<file path="config.mk">
export PLATFORM = sky130hd
export DESIGN_NAME = tad_top
export DESIGN_NICKNAME = d
export VERILOG_FILES = /design/src/tad_pkg.sv /design/src/tad_tap_axis.sv /design/src/tad_top.sv
export VERILOG_INCLUDE_DIRS = /design/src
export SDC_FILE = /design/constraint.sdc
export NUM_CORES = 1
export LEC_CHECK = 0
export BUFFER_PORTS_ARGS = -buffer_cell sky130_fd_sc_hd__buf_4
export CAP_MARGIN = 20
export CORE_MARGIN = 1.5
export CORE_UTILIZATION = 38
export DETAILED_ROUTE_END_ITERATION = 16
export GPL_ROUTABILITY_DRIVEN = 0
export PLACE_DENSITY = 0.61
export SLEW_MARGIN = 10
export SYNTH_ARGS = -nofsm -noshare
export SYNTH_HDL_FRONTEND = slang
export SYNTH_SLANG_ARGS = --single-unit
</file>
<file path="constraint.sdc">
create_clock -name mclk -period 4.65 [get_ports mclk]
set_input_delay 0.2325 -clock mclk [delete_from_list [all_inputs] [get_ports mclk]]
set_output_delay 0.2325 -clock mclk [all_outputs]
set_load 0.01 [all_outputs]
</file>
<file path="src/tad_params.svh">
// Notes on behaviour
// - Each axis has a single-tap enable bit that resets to 0 and lets taps on that axis raise requests.
// - Each axis has a double-tap enable bit that resets to 0 and lets double taps on that axis raise requests.
// - A tap starts only when the axis acceleration magnitude is above the tap threshold.
// - The status interrupt-active flag resets to 0 and reads 1 once any enabled tap event occurred.
// - The status double-tap bit resets to 0 and reads 1 while any double-tap enable is set.
// - The status single-tap bit resets to 0 and reads 1 while any single-tap enable is set.
// - The status sign bit reads 0 for a positive tap and 1 for a negative tap.
// - Each axis has a status flag that resets to 0 and sets when an enabled tap event happened on that axis.
// - The 7-bit tap threshold resets to zero and sets the level a tap must exceed.
// - The 7-bit tap time limit resets to zero and bounds how long a tap may last.
// - The 8-bit tap latency resets to zero and sets the quiet time after a first tap.
// - The 7-bit wake threshold weighs 16, 32, 62 or 186 mg per step for 2, 4, 8 or 16 g.
// - The wake duration lasts eight times the field plus one sample periods.
`ifndef TAD_PARAMS_SVH
`define TAD_PARAMS_SVH
`define TAD_OFS_CFG    8'h38
`define TAD_OFS_STATUS 8'h39
`define TAD_OFS_THS    8'h3A
`define TAD_OFS_LIMIT  8'h3B
`define TAD_OFS_QUIET  8'h3C
`define TAD_OFS_WIN    8'h3D
`define TAD_OFS_WTHS   8'h3E
`define TAD_OFS_WDUR   8'h3F
`define TAD_RST_BYTE   8'h00
`define TAD_BIT_IA     6
`define TAD_BIT_DBL    5
`define TAD_BIT_SNG    4
`define TAD_BIT_SIGN   3
`define TAD_MG_2G      12'h010
`define TAD_MG_4G      12'h020
`define TAD_MG_8G      12'h03E
`define TAD_MG_16G     12'h0BA
`endif

</file>
<file path="src/tad_pkg.sv">
package tad_pkg;
  typedef enum logic [5:0] {
    TAD_IDLE   = 6'h01,
    TAD_ABOVE  = 6'h02,
    TAD_QUIET  = 6'h04,
    TAD_WINDOW = 6'h08,
    TAD_ABOVE2 = 6'h10,
    TAD_WAITLO = 6'h20
  } tad_det_e;

  typedef struct packed {
    tad_det_e   st;
    logic [7:0] cnt;
    logic       single;
    logic       dbl;
    logic       neg;
  } tad_det_s;

  typedef struct packed {
    logic [2:0] d_en;
    logic [2:0] s_en;
  } tad_cfg_s;

  typedef struct packed {
    logic [7:0] x;
    logic [7:0] y;
    logic [7:0] z;
  } tad_accel_s;

  typedef struct packed {
    tad_cfg_s    cfg;
    logic [6:0]  ths;
    logic [6:0]  lim;
    logic [7:0]  lat;
    logic [7:0]  win;
    logic [6:0]  wths;
    logic [7:0]  wdur;
    logic        ia;
    logic [2:0]  axis;
    logic        sign;
    logic        awake;
    logic [10:0] act_cnt;
    logic [7:0]  rdata;
  } tad_top_s;
endpackage : tad_pkg

</file>
<file path="src/tad_tap_axis.sv">
`timescale 1ns/10ps
`include "tad_params.svh"
module tad_tap_axis
  import tad_pkg::*;
(
  input  wire logic       mclk,
  input  wire logic       rst,
  input  wire logic       ce,
  input  wire logic       tick,
  input  wire logic [7:0] accel,
  input  wire logic [6:0] ths,
  input  wire logic [6:0] lim,
  input  wire logic [7:0] lat,
  input  wire logic [7:0] win,
  output logic            single,
  output logic            dbl,
  output logic            neg
);
  tad_det_s   q_q;
  tad_det_s   q_d;
  logic [7:0] mag;
  logic       over;

  assign mag  = accel[7] ? 8'(-accel) : accel;
  assign over = mag > {1'b0, ths};

  always_comb begin
    q_d        = q_q;
    q_d.single = 1'b0;
    q_d.dbl    = 1'b0;
    if (tick) begin
      case (q_q.st)
        TAD_IDLE: begin
          if (over) begin
            q_d.st  = TAD_ABOVE;
            q_d.cnt = 8'h00;
            q_d.neg = accel[7];
          end
        end
        TAD_ABOVE, TAD_ABOVE2: begin
          if (!over) begin
            q_d.single = (q_q.st == TAD_ABOVE);
            q_d.dbl    = (q_q.st == TAD_ABOVE2);
            q_d.st     = (q_q.st == TAD_ABOVE) ? TAD_QUIET : TAD_IDLE;
            q_d.cnt    = 8'h00;
          end else if (q_q.cnt >= {1'b0, lim}) begin
            q_d.st = TAD_WAITLO;
          end else begin
            q_d.cnt = q_q.cnt + 8'h01;
          end
        end
        TAD_QUIET: begin
          // Taps during latency are ignored so ringing is not taken for a second tap
          if (q_q.cnt >= lat) begin
            q_d.st  = TAD_WINDOW;
            q_d.cnt = 8'h00;
          end else begin
            q_d.cnt = q_q.cnt + 8'h01;
          end
        end
        TAD_WINDOW: begin
          if (q_q.cnt >= win) begin
            q_d.st = TAD_IDLE;
          end else if (over) begin
            q_d.st  = TAD_ABOVE2;
            q_d.cnt = 8'h00;
            q_d.neg = accel[7];
          end else begin
            q_d.cnt = q_q.cnt + 8'h01;
          end
        end
        TAD_WAITLO: begin
          if (!over) begin
            q_d.st = TAD_IDLE;
          end
        end
        default: q_d.st = TAD_IDLE;
      endcase
    end
  end

  always_ff @(posedge mclk) begin
    if (rst) begin
      q_q <= '{st: TAD_IDLE, default: '0};
    end else if (ce) begin
      q_q <= q_d;
    end
  end

  assign single = q_q.single;
  assign dbl    = q_q.dbl;
  assign neg    = q_q.neg;
endmodule : tad_tap_axis

</file>
<file path="src/tad_top.sv">
`timescale 1ns/10ps
`include "tad_params.svh"
module tad_top
  import tad_pkg::*;
(
  input  wire logic        mclk,
  input  wire logic        rst,
  input  wire logic        ce,
  input  wire logic        sample_tick,
  input  wire tad_accel_s  accel,
  input  wire logic [1:0]  full_scale_range,
  input  wire logic        low_power,
  input  wire logic [7:0]  reg_addr,
  input  wire logic        reg_wr,
  input  wire logic [7:0]  reg_wdata,
  input  wire logic        reg_rd,
  output logic [7:0]       reg_rdata,
  output logic             tap_irq,
  output logic             awake,
  output logic [11:0]      wake_ths_mg
);
  tad_top_s    q_q;
  tad_top_s    q_d;
  logic [2:0]  single_ev;
  logic [2:0]  double_ev;
  logic [2:0]  neg_ev;
  logic [2:0]  hit;
  logic [2:0]  axis_over;
  logic        any_over;
  logic        ev_sign;
  logic [7:0]  status_word;
  logic [7:0]  rd_mux;
  logic [11:0] lsb_mg;
  logic [10:0] dur_last;
  logic        wake_cond;
  logic [7:0]  ax [3];

  assign ax[0] = accel.x;
  assign ax[1] = accel.y;
  assign ax[2] = accel.z;

  for (genvar i = 0; i < 3; i++) begin : g_axis
    logic [7:0] mag;
    tad_tap_axis u_det (
      .mclk   (mclk),
      .rst    (rst),
      .ce     (ce),
      .tick   (sample_tick),
      .accel  (ax[i]),
      .ths    (q_q.ths),
      .lim    (q_q.lim),
      .lat    (q_q.lat),
      .win    (q_q.win),
      .single (single_ev[i]),
      .dbl    (double_ev[i]),
      .neg    (neg_ev[i])
    );
    assign hit[i]       = (single_ev[i] & q_q.cfg.s_en[i]) | (double_ev[i] & q_q.cfg.d_en[i]);
    assign mag          = ax[i][7] ? 8'(-ax[i]) : ax[i];
    assign axis_over[i] = mag > {1'b0, q_q.wths};
  end

  assign any_over = |axis_over;
  // Lowest axis wins the sign when two axes report in the same sample
  assign ev_sign  = hit[0] ? neg_ev[0] : (hit[1] ? neg_ev[1] : neg_ev[2]);

  assign status_word = {1'b0, q_q.ia, |q_q.cfg.d_en, |q_q.cfg.s_en, q_q.sign, q_q.axis[2], q_q.axis[1], q_q.axis[0]};

  always_comb begin
    case (full_scale_range)
      2'b00:   lsb_mg = `TAD_MG_2G;
      2'b01:   lsb_mg = `TAD_MG_4G;
      2'b10:   lsb_mg = `TAD_MG_8G;
      default: lsb_mg = `TAD_MG_16G;
    endcase
  end

  // Upper steps overflow 12 bits at 8 g and 16 g; the scaled value is only a reporting aid
  assign wake_ths_mg = 12'(lsb_mg * {5'h00, q_q.wths});
  assign dur_last    = {q_q.wdur, 3'b000};
  assign wake_cond   = q_q.awake ? !any_over : any_over;

  always_comb begin
    case (reg_addr)
      `TAD_OFS_CFG:    rd_mux = {2'b00, q_q.cfg.d_en[2], q_q.cfg.s_en[2], q_q.cfg.d_en[1], q_q.cfg.s_en[1],
                                 q_q.cfg.d_en[0], q_q.cfg.s_en[0]};
      `TAD_OFS_STATUS: rd_mux = status_word;
      `TAD_OFS_THS:    rd_mux = {1'b0, q_q.ths};
      `TAD_OFS_LIMIT:  rd_mux = {1'b0, q_q.lim};
      `TAD_OFS_QUIET:  rd_mux = q_q.lat;
      `TAD_OFS_WIN:    rd_mux = q_q.win;
      `TAD_OFS_WTHS:   rd_mux = {1'b0, q_q.wths};
      `TAD_OFS_WDUR:   rd_mux = q_q.wdur;
      default:         rd_mux = 8'h00;
    endcase
  end

  always_comb begin
    q_d = q_q;
    if (reg_rd) begin
      q_d.rdata = rd_mux;
      if (reg_addr == `TAD_OFS_STATUS) begin
        q_d.ia   = 1'b0;
        q_d.axis = 3'b000;
      end
    end
    if (reg_wr) begin
      case (reg_addr)
        `TAD_OFS_CFG: begin
          q_d.cfg.s_en = {reg_wdata[4], reg_wdata[2], reg_wdata[0]};
          q_d.cfg.d_en = {reg_wdata[5], reg_wdata[3], reg_wdata[1]};
        end
        `TAD_OFS_THS:   q_d.ths  = reg_wdata[6:0];
        `TAD_OFS_LIMIT: q_d.lim  = reg_wdata[6:0];
        `TAD_OFS_QUIET: q_d.lat  = reg_wdata;
        `TAD_OFS_WIN:   q_d.win  = reg_wdata;
        `TAD_OFS_WTHS:  q_d.wths = reg_wdata[6:0];
        `TAD_OFS_WDUR:  q_d.wdur = reg_wdata;
        default: ;
      endcase
    end
    // Events land after the read clear so a tap in the read cycle is kept
    if (|hit) begin
      q_d.ia   = 1'b1;
      q_d.axis = q_d.axis | hit;
      q_d.sign = ev_sign;
    end
    if (!low_power) begin
      q_d.awake   = 1'b1;
      q_d.act_cnt = 11'h000;
    end else if (sample_tick) begin
      if (!wake_cond) begin
        q_d.act_cnt = 11'h000;
      end else if (q_q.act_cnt >= dur_last) begin
        q_d.awake   = !q_q.awake;
        q_d.act_cnt = 11'h000;
      end else begin
        q_d.act_cnt = q_q.act_cnt + 11'h001;
      end
    end
  end

  always_ff @(posedge mclk) begin
    if (rst) begin
      q_q       <= '0;
      q_q.awake <= 1'b1;
    end else if (ce) begin
      q_q <= q_d;
    end
  end

  assign reg_rdata = q_q.rdata;
  assign tap_irq   = q_q.ia;
  assign awake     = q_q.awake;
endmodule : tad_top

</file>
; ---- Word-level counts from Yosys, hierarchy flattened
; Cells that the tools add are included.
[op_classes]
add_sub_neg = 7
multipliers = 1
n_lt_le_gt_ge = 16
n_eq_ne = 52
mux = 77
bitwise = 10
n_reduce_logical = 39
[op_table]
columns = operator, n
row1 = $mux W8, 15
row2 = $pmux W8 S4, 3
row3 = $mux W6, 15
row4 = $pmux W6 S5, 3
row5 = $mux W14, 6
row6 = $eq A8 B6 Y1 const B, 8
row7 = $pmux W8 S8, 1
row8 = $ge A8 B8 Y1, 6
row9 = $gt A8 B7 Y1, 6
row10 = $add A8 B1 Y8 const B, 3
row11 = $ge A8 B7 Y1, 3
row12 = $mux W12, 2
row13 = $neg A8 Y8, 3
row14 = $pmux W8 S3, 1
row15 = $reduce_and A3 Y1, 8
row16 = $mux W11, 2
row17 = $reduce_and A7 Y1, 3
row18 = $eq A6 B1 Y1 const B, 3
row19 = $eq A6 B2 Y1 const B, 3
row20 = $eq A6 B3 Y1 const B, 3
row21 = $eq A6 B4 Y1 const B, 3
row22 = $eq A6 B5 Y1 const B, 3
row23 = $eq A6 B6 Y1 const B, 3
row24 = $mux W3, 6
row25 = other kinds (26), 90
[word_totals]
regBits = 127
output_inout_bits = 22
elab_cells = 231

; ---- Depth between registers and ports, before layout
; Gate-level depths: netlist of run 1.
[logic_depth]
word_depth = 9
depth_mapped = 15

; ---- Modules after synthesis
; From an unflattened synthesis of run 1, not the netlist that was laid out.
[unflattened]
hier_cells = 1370
hier_area_um2 = 11543.6
[by_module_without_submodules]
columns = module, instances, cells_each, area_each_um2, seq_area_each_um2
row1 = tad_top, 1, 644, 5853.1, 1521.5
row2 = tad_tap_axis at g_axis[0].u_det ..., 2, 241, 1873.0, 340.3
row3 = tad_tap_axis at g_axis[1].u_det, 1, 244, 1944.4, 340.3

; ---- Worst setup path before layout of run 1
; No wires, ideal clock.
[synth_path]
kind = register -> output
start = register q_q[38] (netlist name)
end = output wake_ths_mg[11]
arrival_time_ps = 3724
required_ps = 4418
slack_ps = 694
stages_incl_launch_ff = 13
path_cell_list = dfxtp_1 -> and2_1 -> nand2b_1 -> fa_1 -> fa_1 -> inv_1 -> fa_1 -> fa_1 -> ha_1 -> a21o_1 -> a21oi_1 -> o21ai_0 -> xnor2_1
[synth_between]
elab_chain_cells = 1
[synth_rtl]
columns = element, line
row1 = from (decl), tad_top.sv:22  ; tad_top_s q_q;
row2 = from (signal assigned), tad_top.sv:148  ; q_q <= q_d;
row3 = $mul A12 B7 Y12, tad_top.sv:79  ; assign wake_ths_mg = 12'(lsb_mg * {5'h00, q_q.wths});
row4 = to (decl), tad_top.sv:20  ; output logic [11:0] wake_ths_mg
; No other way between the ends.

; ---- Worst setup path in the final report of run 1
; Ends and elaborated chain as after synthesis.

==> qor.yml, run 1 <==
timing:
  fmax_ghz: 0.229
  worst_slack_ps: 276
  setup_viol: 0
  worst_slew_pin_slew_ps: 951
  max-slew-margin-rel: 0.363
  min_period_ps: 4370
  finalHoldViolations: 0
  drv_slew: 0
  period_share: 0.941
  finClkSkew_ps: 11.9
  rsz0062_at_grt: "no"
  setup-tns-final_ps: 0
pwr:
  p_sw_uw: 822
  swShare: 0.291
  p_seq_frac: 0.395
  power.internal_mw: 2.00
  clkPwrFrac: 0.461
  combPwrFrac: 0.145
  power_leakage_nw: 5.09
  p_per_area_nw_per_um2: 235
  irDropWorstVdd_uv: 205
critical_path:
  timing.rr.start: "q_q[69]"
  required_ps: 4420
  path_max_fanout: 5
  cpMaxStageDelayCell: "fa_1"
  worstSetupPathType: "reg -> out"
  crit_path_frequent_cell: "fa_1"
  path_cells: "and2_4, nand2b_1, fa_1, fa_1, inv_1, fa_1, fa_1, ha_4, a21o_1, a21oi_2, o21ai_0, xnor2_1, buf_4"
  end_kind: "output port"
  crit_arrival_ps: 4140
  start_kind: "flop"
  cp-startpoint: "q_q[38]"
  max_stage_delay_ps: 560
logic_synthesis:
  synth-edff-count: 0
  async_flop_share: 0
  ys_ff_latch: 127
  synth_fp_nets: 1495
  synth_flop_cell: "dfxtp_1"
  ys_seq_area_frac: 0.239
  netlist_instances: 1277
  yosys_warnings: 0
  avgSynthCellArea_um2: 8.34
  ys_types: 84
  syn-cell-area_um2: 10700
layout:
  syn_to_final_growth_pct: 12.6
  n_antenna_cell: 0
  drive_above_1_share: 0.116
  final_common_cell: "ha_1"
  fin_nets: 1528
  fin_area_um2: 12000
  most-common-layout-cells: "151 x ha_1, 125 x dfxtp_1, 120 x nor2_1"
  post-route-util: 0.433
cts:
  numCtsBuffers: 17
  htree_num_levels: 4
  cts.sinks: 127
  clockBufferDepth: 2
  cts_root_buffer: "clkbuf_16"
  clk_pin_slew_ps: 60
  cts_hold_buf: 0
  tritoncts: "done"
  clk_latency_ps: 430
global_routing:
  grt_pass1_vias: 9036
  grt_max_degree: 78
  antenna_found_initial: 0
  overflow: 0
  grtUsageTotal: 0.207
  grt_pass1_wl_um: 47100
drt:
  drt-initial-drc-count: 583
  num_vias: 9416
  drc: 0
  ant_nets: 0
  firstDrtPassIters: 5
  drt_wl_total_um: 29400
  via_per_inst: 5.54
  routedWlPerCell_um: 17.3
placed_design:
  dp_slack_ps: 437
  hpwl_um: 22600
  portBuffers: 69
  dpl_cell_area_um2: 11400
floorplanning:
  fp-row-count: 61
  initial_core_util: 0.385
  ios: 71
  fp.dieH_um: 170
  design.core.area_um2: 27700
  die_area_um2: 29100
  die_w_um: 170
run:
  drv_cap: 0
run_status:
  outcome: "finished clean"
worst_hold_path:
  hp-start: "reg_wdata[7]"
  hold_class: "in -> reg"
==> Yosys cell counts, types with 9 or more instances <==
cell | n | area (um^2)
a22oi_1 | 9 | 67.6
nand2b_1 | 19 | 119
o21ai_0 | 46 | 230
nand3_1 | 52 | 260
and3_1 | 14 | 87.6
or2_2 | 10 | 62.6
fa_1 | 17 | 340
mux4_2 | 9 | 203
nand2_1 | 93 | 349
nor2_1 | 120 | 450
clkbuf_1 | 44 | 165
nor3_1 | 27 | 135
a211oi_1 | 12 | 90.1
dfxtp_1 | 127 | 2540
ha_1 | 152 | 1900
mux2i_1 | 56 | 561
a31oi_1 | 11 | 68.8
or3_1 | 12 | 75.1
and2_1 | 21 | 131
a21oi_1 | 92 | 460
buf_4 | 9 | 67.6
xnor2_1 | 27 | 236
a21o_1 | 16 | 120
inv_1 | 88 | 330
nor2b_1 | 23 | 144
nand4_1 | 22 | 138
==> layer usage <==
layer / routed length (um) / share of wire / track usage
met2: 13800 / 0.47 / 0.346
met5: 0 / 0 / 0
met1: 13200 / 0.45 / 0.264
met4: 1010 / 0.034 / 0.0881
met3: 1370 / 0.047 / 0.0328
==> per-stage QoR <==
step                power, mW  hold WS, ps  cells
detailed placement       1.54          452   1669
global placement         1.54          443   1669
CTS                      2.84         90.0   1701
global route             2.93          118   1701
finish                   2.82         99.3   1701
floorplan                1.41          376   1277
==> flip-flops by register name (all words and copies together), names as in the netlist, named ones only <==
register	flops
awake	1
dur_last	8
g_axis.u_det.dbl	3
g_axis.u_det.q_q	42
g_axis.u_det.single	3
q_q	58
reg_rdata	8
tap_irq	1
==> final cells by class <==
| class | count | area [um^2] |
|---|---|---|
| Fill cell | 2726 | 15700 |
| Multi-Input combinational cell | 1002 | 7530 |
| Inverter | 88 | 330 |
| Tap cell | 378 | 473 |
| Timing Repair Buffer | 74 | 556 |
| Clock inverter | 14 | 136 |
| Sequential cell | 127 | 2540 |
| Clock buffer | 18 | 429 |
==> worst max-delay path: cells and delay by family (launching register included) <==
family / cells / cell delay, ps
buf+inv: 2 / 200
compound gates: 3 / 440
fa+ha+maj: 5 / 2330
xor+xnor: 1 / 130
flops: 1 / 360
simple gates: 2 / 250
==> power by group through the flow <==
stage	clock, mW	combinational [mW]	sequential [mW]
after floorplan	0	0.284	1.13
after global placement	0	0.397	1.14
after detailed placement	0	0.403	1.14
after CTS	1.32	0.405	1.11
after global routing	1.36	0.452	1.12
final	1.30	0.408	1.11
==> final timing paths <==
check | endpoint | slack, ps | cells past startpoint
setup / recovery | wake_ths_mg[11] | 280 | 13
hold / removal | q_q[47] | 100 | 3
setup reg to reg | g_axis[0].u_det.q_q[10] | 1350 | 11
hold reg to reg | reg_rdata[6] | 460 | 2
==> logic make-up (layout without fill, tap and decap cells) <==
family	Yosys count	after routing	share of synthesized area
AND/OR/NAND/NOR	458	458	0.220
AO/OA/AOI/OAI	270	270	0.169
adder cells (fa/ha/maj)	169	169	0.210
buffers and inverters	148	194	0.0567
flip-flops	127	127	0.239
multiplexers	72	72	0.0790
XOR/XNOR	32	32	0.0263
other	1	1	0.000352
==> repair_timing <==
| action | in CTS | in global routing |
|---|---|---|
| gates resized for setup | 1 | 6 |
| pin swaps | 0 | 3 |
| setup buffers | 0 | 0 |
| endpoints found under the setup margin | 1 | 2 |
| cloned | 0 | 0 |
(Power assumes the default switching activity.)
==> run 2, diff against run 1 <==
- BUFFER_PORTS_ARGS: -buffer_cell sky130_fd_sc_hd__buf_4 -> unset
- DONT_BUFFER_PORTS: unset -> 1
- PLACE_DENSITY: 0.61 -> 0.59
==> run 2 against run 1 <==
Compared with the run above: sequential cell count is the same; largest cell class unchanged; via count down 2.5%; clock power is 8% higher.
==> qor.yml, run 2 (same netlist as run 1, synthesis figures left out) <==
timing:
  setup-tns-final_ps: 0  # unchanged
  finClkSkew_ps: 13.9  # +1.98 ps
  period_share: 0.954  # +0.0136
  min_period_ps: 4440  # +63.5 ps
  max-slew-margin-rel: 0.433  # +0.0704
  finalHoldViolations: 0  # unchanged
  setup_viol: 0  # unchanged
  rsz0062_at_grt: "no"
  worst_slew_pin_slew_ps: 848  # -103 ps
  drv_slew: 0  # unchanged
  fmax_ghz: 0.225  # -1.4%
layout:
  drive_above_1_share: 0.0661  # -0.0503
  most-common-layout-cells: "152 x ha_1, 126 x dfxtp_1, 120 x nor2_1"
  top_register: "q_q"
  final_common_cell: "ha_1"
  post-route-util: 0.422  # -0.0110
  syn_to_final_growth_pct: 9.76
  largestRegisters: "q_q x58, g_axis.u_det.q_q x42"
  fin_nets: 1475  # -3.5%
  fillerInstances: 2776  # +1.8%
  largest_reg_flops: 58  # unchanged
cts:
  clk_pin_slew_ps: 70  # about the same
  postCtsSetupBuffers: 0  # unchanged
  numCtsBuffers: 17  # unchanged
  cts_root_buffer: "clkbuf_16"
  tritoncts: "done"
  clockBufferDepth: 2  # unchanged
  htree_num_levels: 4  # unchanged
  clk_latency_ps: 430  # about the same
  cts.sinks: 127  # unchanged
drt:
  firstDrtPassIters: 5  # unchanged
  drc: 0  # unchanged
  routedWlPerCell_um: 18.1  # +4.7%
  num_vias: 9176  # -2.5%
  ant_nets: 0  # unchanged
  drt-initial-drc-count: 578  # -0.86%
  drt_wl_total_um: 29800  # +1.5%
  via_per_inst: 5.56  # +0.52%
global_routing:
  grt_pass1_wl_um: 47400  # +0.66%
  overflow: 0  # unchanged
  grt_max_degree: 110  # +41%
  grt_pass1_vias: 8729  # -3.4%
  grtUsageTotal: 0.211  # +0.00376
  antenna_found_initial: 4  # +4
critical_path:
  path_max_fanout: 5  # unchanged
  timing.rr.start: "q_q[69]"
  required_ps: 4420  # about the same
  end_kind: "output port"
  crit_path_frequent_cell: "fa_1"
  path_cells: "and2_4, nand2b_1, fa_1, fa_1, inv_1, fa_1, fa_1, ha_1, a21o_1, a21oi_2, o21ai_0, xnor2_1"
  crit_arrival_ps: 4200  # +60 ps
  cp-startpoint: "q_q[38]"
  cpMaxStageDelayCell: "fa_1"
  start_kind: "flop"
  worstSetupPathType: "reg -> out"
  max_stage_delay_ps: 550  # about the same
pwr:
  power_leakage_nw: 4.86  # -4.5%
  irDropWorstVdd_uv: 219  # +6.6%
  p_per_area_nw_per_um2: 247  # +4.8%
floorplanning:
  die_area_um2: 29100  # unchanged
  die_w_um: 170  # unchanged
  design.core.area_um2: 27700  # unchanged
  fp.dieH_um: 170  # unchanged
  ios: 71  # unchanged
  initial_core_util: 0.385  # unchanged
  fp-row-count: 61  # unchanged
placed_design:
  portBuffers: 0  # -100%
  hpwl_um: 22600  # -0.26%
run_status:
  outcome: "finished clean"
worst_hold_path:
  hold_class: "in -> reg"
  hp-start: "rst"
run:
  drv_cap: 0  # unchanged
run 2: cell count changes in the layout (fill, tap and decap cells not counted), moves of 3 or more:
cell / delta
clkinv_4: -3
clkinvlp_4: -3
buf_4: -69
inv_6: +3
inv_8: +3
dlygate4sd3_1: +15
run 2: metrics by stage:
stage | hold slack (ps) | instance area [um^2] | setup slack (ps) | std cells | power [mW]
2_1_floorplan | 376 | 10700 | 694 | 1277 | 1.41
3_3_place_gp | 330 | 10900 | 549 | 1600 | 1.45
3_5_place_dp | 335 | 10900 | 491 | 1600 | 1.46
4_1_cts | 1.09 | 11700 | 18.2 | 1648 | 2.90
5_1_grt | 17.6 | 11700 | 24.5 | 1649 | 2.99
6_report | 11.5 | 11700 | 213 | 1649 | 2.88
run 2: cell type report:
class	instances	area, um^2	area share
Multi-Input combinational cell	1002	7520	0.643
Clock inverter	15	189	0.0162
Clock buffer	17	425	0.0364
Inverter	88	330	0.0282
Tap cell	378	473	0.0404
Sequential cell	127	2540	0.218
Timing Repair Buffer	21	215	0.0184
Antenna cell	1	2.50	0.000214
run 2: what timing repair did:
| item | CTS | global route |
|---|---|---|
| endpoints found under the setup margin | 0 | 1 |
| gates resized for setup | 0 | 4 |
| hold endpoints to repair | 109 | 0 |
| hold buffers | 16 | 0 |
run 2: critical path, delay by kind of cell, from the launching register on:
family / cells / cell delay, ps
compound gates: 3 / 480
xor+xnor: 1 / 280
fa+ha+maj: 5 / 2380
buf+inv: 1 / 50
flops: 1 / 360
simple gates: 2 / 250
run 2: power by group:
| part | internal (mW) | total [mW] | switching [mW] |
|---|---|---|---|
| clock network | 0.818 | 1.41 | 0.587 |
| logic | 0.144 | 0.363 | 0.219 |
| registers | 1.10 | 1.11 | 0.0177 |
| total | 2.06 | 2.88 | 0.824 |
run 2: path summary, 6_finish.rpt:
| path | depth (start not counted) | end | slack (ps) |
|---|---|---|---|
| setup / recovery | 12 | wake_ths_mg[11] | 210 |
| setup reg to reg | 10 | g_axis[1].u_det.q_q[13] | 1350 |
| hold / removal | 2 | g_axis[1].u_det.q_q[13] | 10 |
| hold reg to reg | 2 | q_q[53] | 460 |
run 2: routing by layer:
| metal | up-vias | wire, um | global-route usage |
|---|---|---|---|
| met5 | - | 36 | 0 |
| met2 | 198 | 14400 | 0.363 |
| met1 | 4350 | 13300 | 0.265 |
| met4 | 6 | 626 | 0.0635 |
| met3 | 46 | 1450 | 0.0423 |
| li1 | 4576 | - | - |
==> run 3, diff against run 2 <==
- CELL_PAD_IN_SITES_DETAIL_PLACEMENT: unset -> 0
- CELL_PAD_IN_SITES_GLOBAL_PLACEMENT: unset -> 1
- PLACE_DENSITY: 0.59 -> 0.72
==> run 3 against run 2 <==
Compared with the run above: die area unchanged; routed wire length rose by 3.6%; sequential power about the same; core utilization is 0.081 points lower; non-clock buffer count decreased by 1; critical path depth unchanged; global-route usage increased by 0.76 points; count of clock-buffer cells in the layout grew 2; largest power group unchanged.
==> qor.yml, run 3 (same netlist as run 1, synthesis figures left out) <==
layout:
  top_register: "q_q"
  fin_nets: 1474  # -0.068%
  n_antenna_cell: 0  # -1
  seq_area_um2: 2540  # unchanged
  syn_to_final_growth_pct: 9.55
  post-route-util: 0.421  # -0.000813
  largestRegisters: "q_q x58, g_axis.u_det.q_q x42"
  most-common-layout-cells: "152 x ha_1, 126 x dfxtp_1, 120 x nor2_1"
  multi_input_area_um2: 7520  # about the same
  drive_above_1_share: 0.0654  # -0.000736
  fillerInstances: 2749  # -0.97%
  largest_reg_flops: 58  # unchanged
  stdcell_count: 1647  # -0.12%
  final_common_cell: "ha_1"
pwr:
  power_leakage_nw: 4.85  # about the same
  swShare: 0.278  # -0.00785
  irDropWorstVdd_uv: 253  # +15%
  clkPwrFrac: 0.481  # -0.006
  p_sw_uw: 791  # -4.0%
  p_seq_frac: 0.392  # +0.005
  p_per_area_nw_per_um2: 244  # -1.1%
  power.internal_mw: 2.06  # -0.19%
  combPwrFrac: 0.127  # about the same
cts:
  tritoncts: "done"
  clk_latency_ps: 440  # about the same
  clk_pin_slew_ps: 60  # about the same
  numCtsBuffers: 17  # unchanged
  cts.sinks: 127  # unchanged
  htree_num_levels: 4  # unchanged
  clockBufferDepth: 2  # unchanged
  cts_root_buffer: "clkbuf_16"
critical_path:
  crit_path_frequent_cell: "fa_1"
  end_kind: "output port"
  timing.rr.start: "q_q[36]"
  cp-startpoint: "q_q[38]"
  worstSetupPathType: "reg -> out"
  start_kind: "flop"
  crit_arrival_ps: 4230  # +30 ps
  cp_top_family: "adder cells"
  max_stage_delay_ps: 550  # about the same
  path_cells: "and2_4, nand2b_1, fa_1, fa_1, inv_1, fa_1, fa_1, ha_1, a21o_1, a21oi_2, o21ai_1, xnor2_2"
  cp_num_buf_inv: 1  # unchanged
  path_max_fanout: 5  # unchanged
  cpMaxStageDelayCell: "fa_1"
  required_ps: 4420  # about the same
timing:
  setup_viol: 0  # unchanged
  setup-tns-final_ps: 0  # unchanged
  max-slew-margin-rel: 0.446  # +0.0127
  worst_slew_pin_slew_ps: 829  # -19.0 ps
  finClkSkew_ps: 11.1  # -2.78 ps
  finalHoldViolations: 0  # unchanged
  rsz0062_at_grt: "no"
  fmax_ghz: 0.224  # -0.54%
  drv_slew: 0  # unchanged
  period_share: 0.960  # +0.00522
  min_period_ps: 4460  # +24.3 ps
global_routing:
  grtUsageMet2: 0.360  # -0.00267
  grt_pass1_vias: 8642  # -1.0%
  grt_pass1_wl_um: 48300  # +1.8%
  top_usage_layer: "met2"
  grtUsageTotal: 0.219  # +0.00758
  grt_use_met1: 0.290  # +0.0250
  global_route.usage.met3: 0.0367  # -0.00558
  antenna_found_initial: 1  # -3
  grt_max_degree: 109  # -0.91%
  overflow: 0  # unchanged
drt:
  drt_wl_total_um: 30900  # +3.6%
  num_vias: 9111  # -0.71%
  routedWlPerCell_um: 18.8  # +3.7%
  firstDrtPassIters: 7  # +2
  ant_nets: 0  # unchanged
  drc: 0  # unchanged
  via_per_inst: 5.53  # -0.59%
  drt-initial-drc-count: 746  # +29%
floorplanning:
  ios: 71  # unchanged
  design.core.area_um2: 27700  # unchanged
  die_w_um: 170  # unchanged
  fp.dieH_um: 170  # unchanged
  die_area_um2: 29100  # unchanged
  initial_core_util: 0.385  # unchanged
  fp-row-count: 61  # unchanged
worst_hold_path:
  hold_class: "in -> reg"
  hp-start: "low_power"
run:
  drv_cap: 0  # unchanged
placed_design:
  hpwl_um: 23300  # +3.3%
  dp_cells: 1600  # unchanged
  portBuffers: 0  # unchanged
run_status:
  outcome: "finished clean"
==> run 3: power by group through the flow <==
stage	Clock [mW]	Combinational [mW]	Sequential, mW
global route	1.44	0.404	1.12
finish	1.37	0.361	1.12
detailed placement	0	0.317	1.14
global placement	0	0.313	1.14
CTS	1.40	0.359	1.11
floorplan	0	0.284	1.13
==> run 3: path summary, 6_finish.rpt <==
path / slack [ps] / depth (start not counted) / to
worst min-delay path: 50 / 2 / awake
worst min register to register: 460 / 2 / q_q[54]
worst max register to register: 1400 / 11 / q_q[18]
worst max-delay path: 190 / 12 / wake_ths_mg[11]
==> run 3: routing by layer <==
| layer | vias up | share of wire |
|---|---|---|
| li1 | 4575 | - |
| met1 | 4296 | 0.47 |
| met2 | 201 | 0.46 |
| met3 | 37 | 0.043 |
| met4 | 2 | 0.021 |
| met5 | - | 0.00042 |
==> run 3: metrics by stage <==
step | area (um^2) | hold WS, ps | setup slack, ps | total power, mW
after floorplan | 10700 | 376 | 694 | 1.41
after global placement | 10900 | 338 | 482 | 1.45
after detailed placement | 10900 | 339 | 423 | 1.46
after CTS | 11700 | 42.8 | 37.6 | 2.87
after global routing | 11700 | 48.2 | 17.8 | 2.96
final | 11700 | 50.2 | 188 | 2.85
==> run 3: worst reg2reg max path: cells and delay by family, from the launching register on <==
family | cells | cell delay (ps)
AOI/OAI and AO/OA | 4 | 1420
DFF | 1 | 380
buffers and inverters | 2 | 340
adders and majority gates | 1 | 330
xor gates and xnor gates | 1 | 150
and+or+nand+nor | 3 | 520
==> run 3: timing repair <==
action                                 4_1_cts  5_1_grt
setup buffers                                0        0
resized for setup                            3        2
endpoints found under the hold margin      108        0
hold buffers                                15        0
setup endpoints to repair                    1        1
pin swaps                                    1        1
==> run 3: final cells by class <==
cell class              instances  area share
multi-input cells            1002       0.644
flip-flops and latches        127       0.218
clock buffers                  19      0.0379
inverters                      88      0.0283
repair buffers                 20      0.0176
clock inverters                13      0.0133
well taps                     378      0.0405
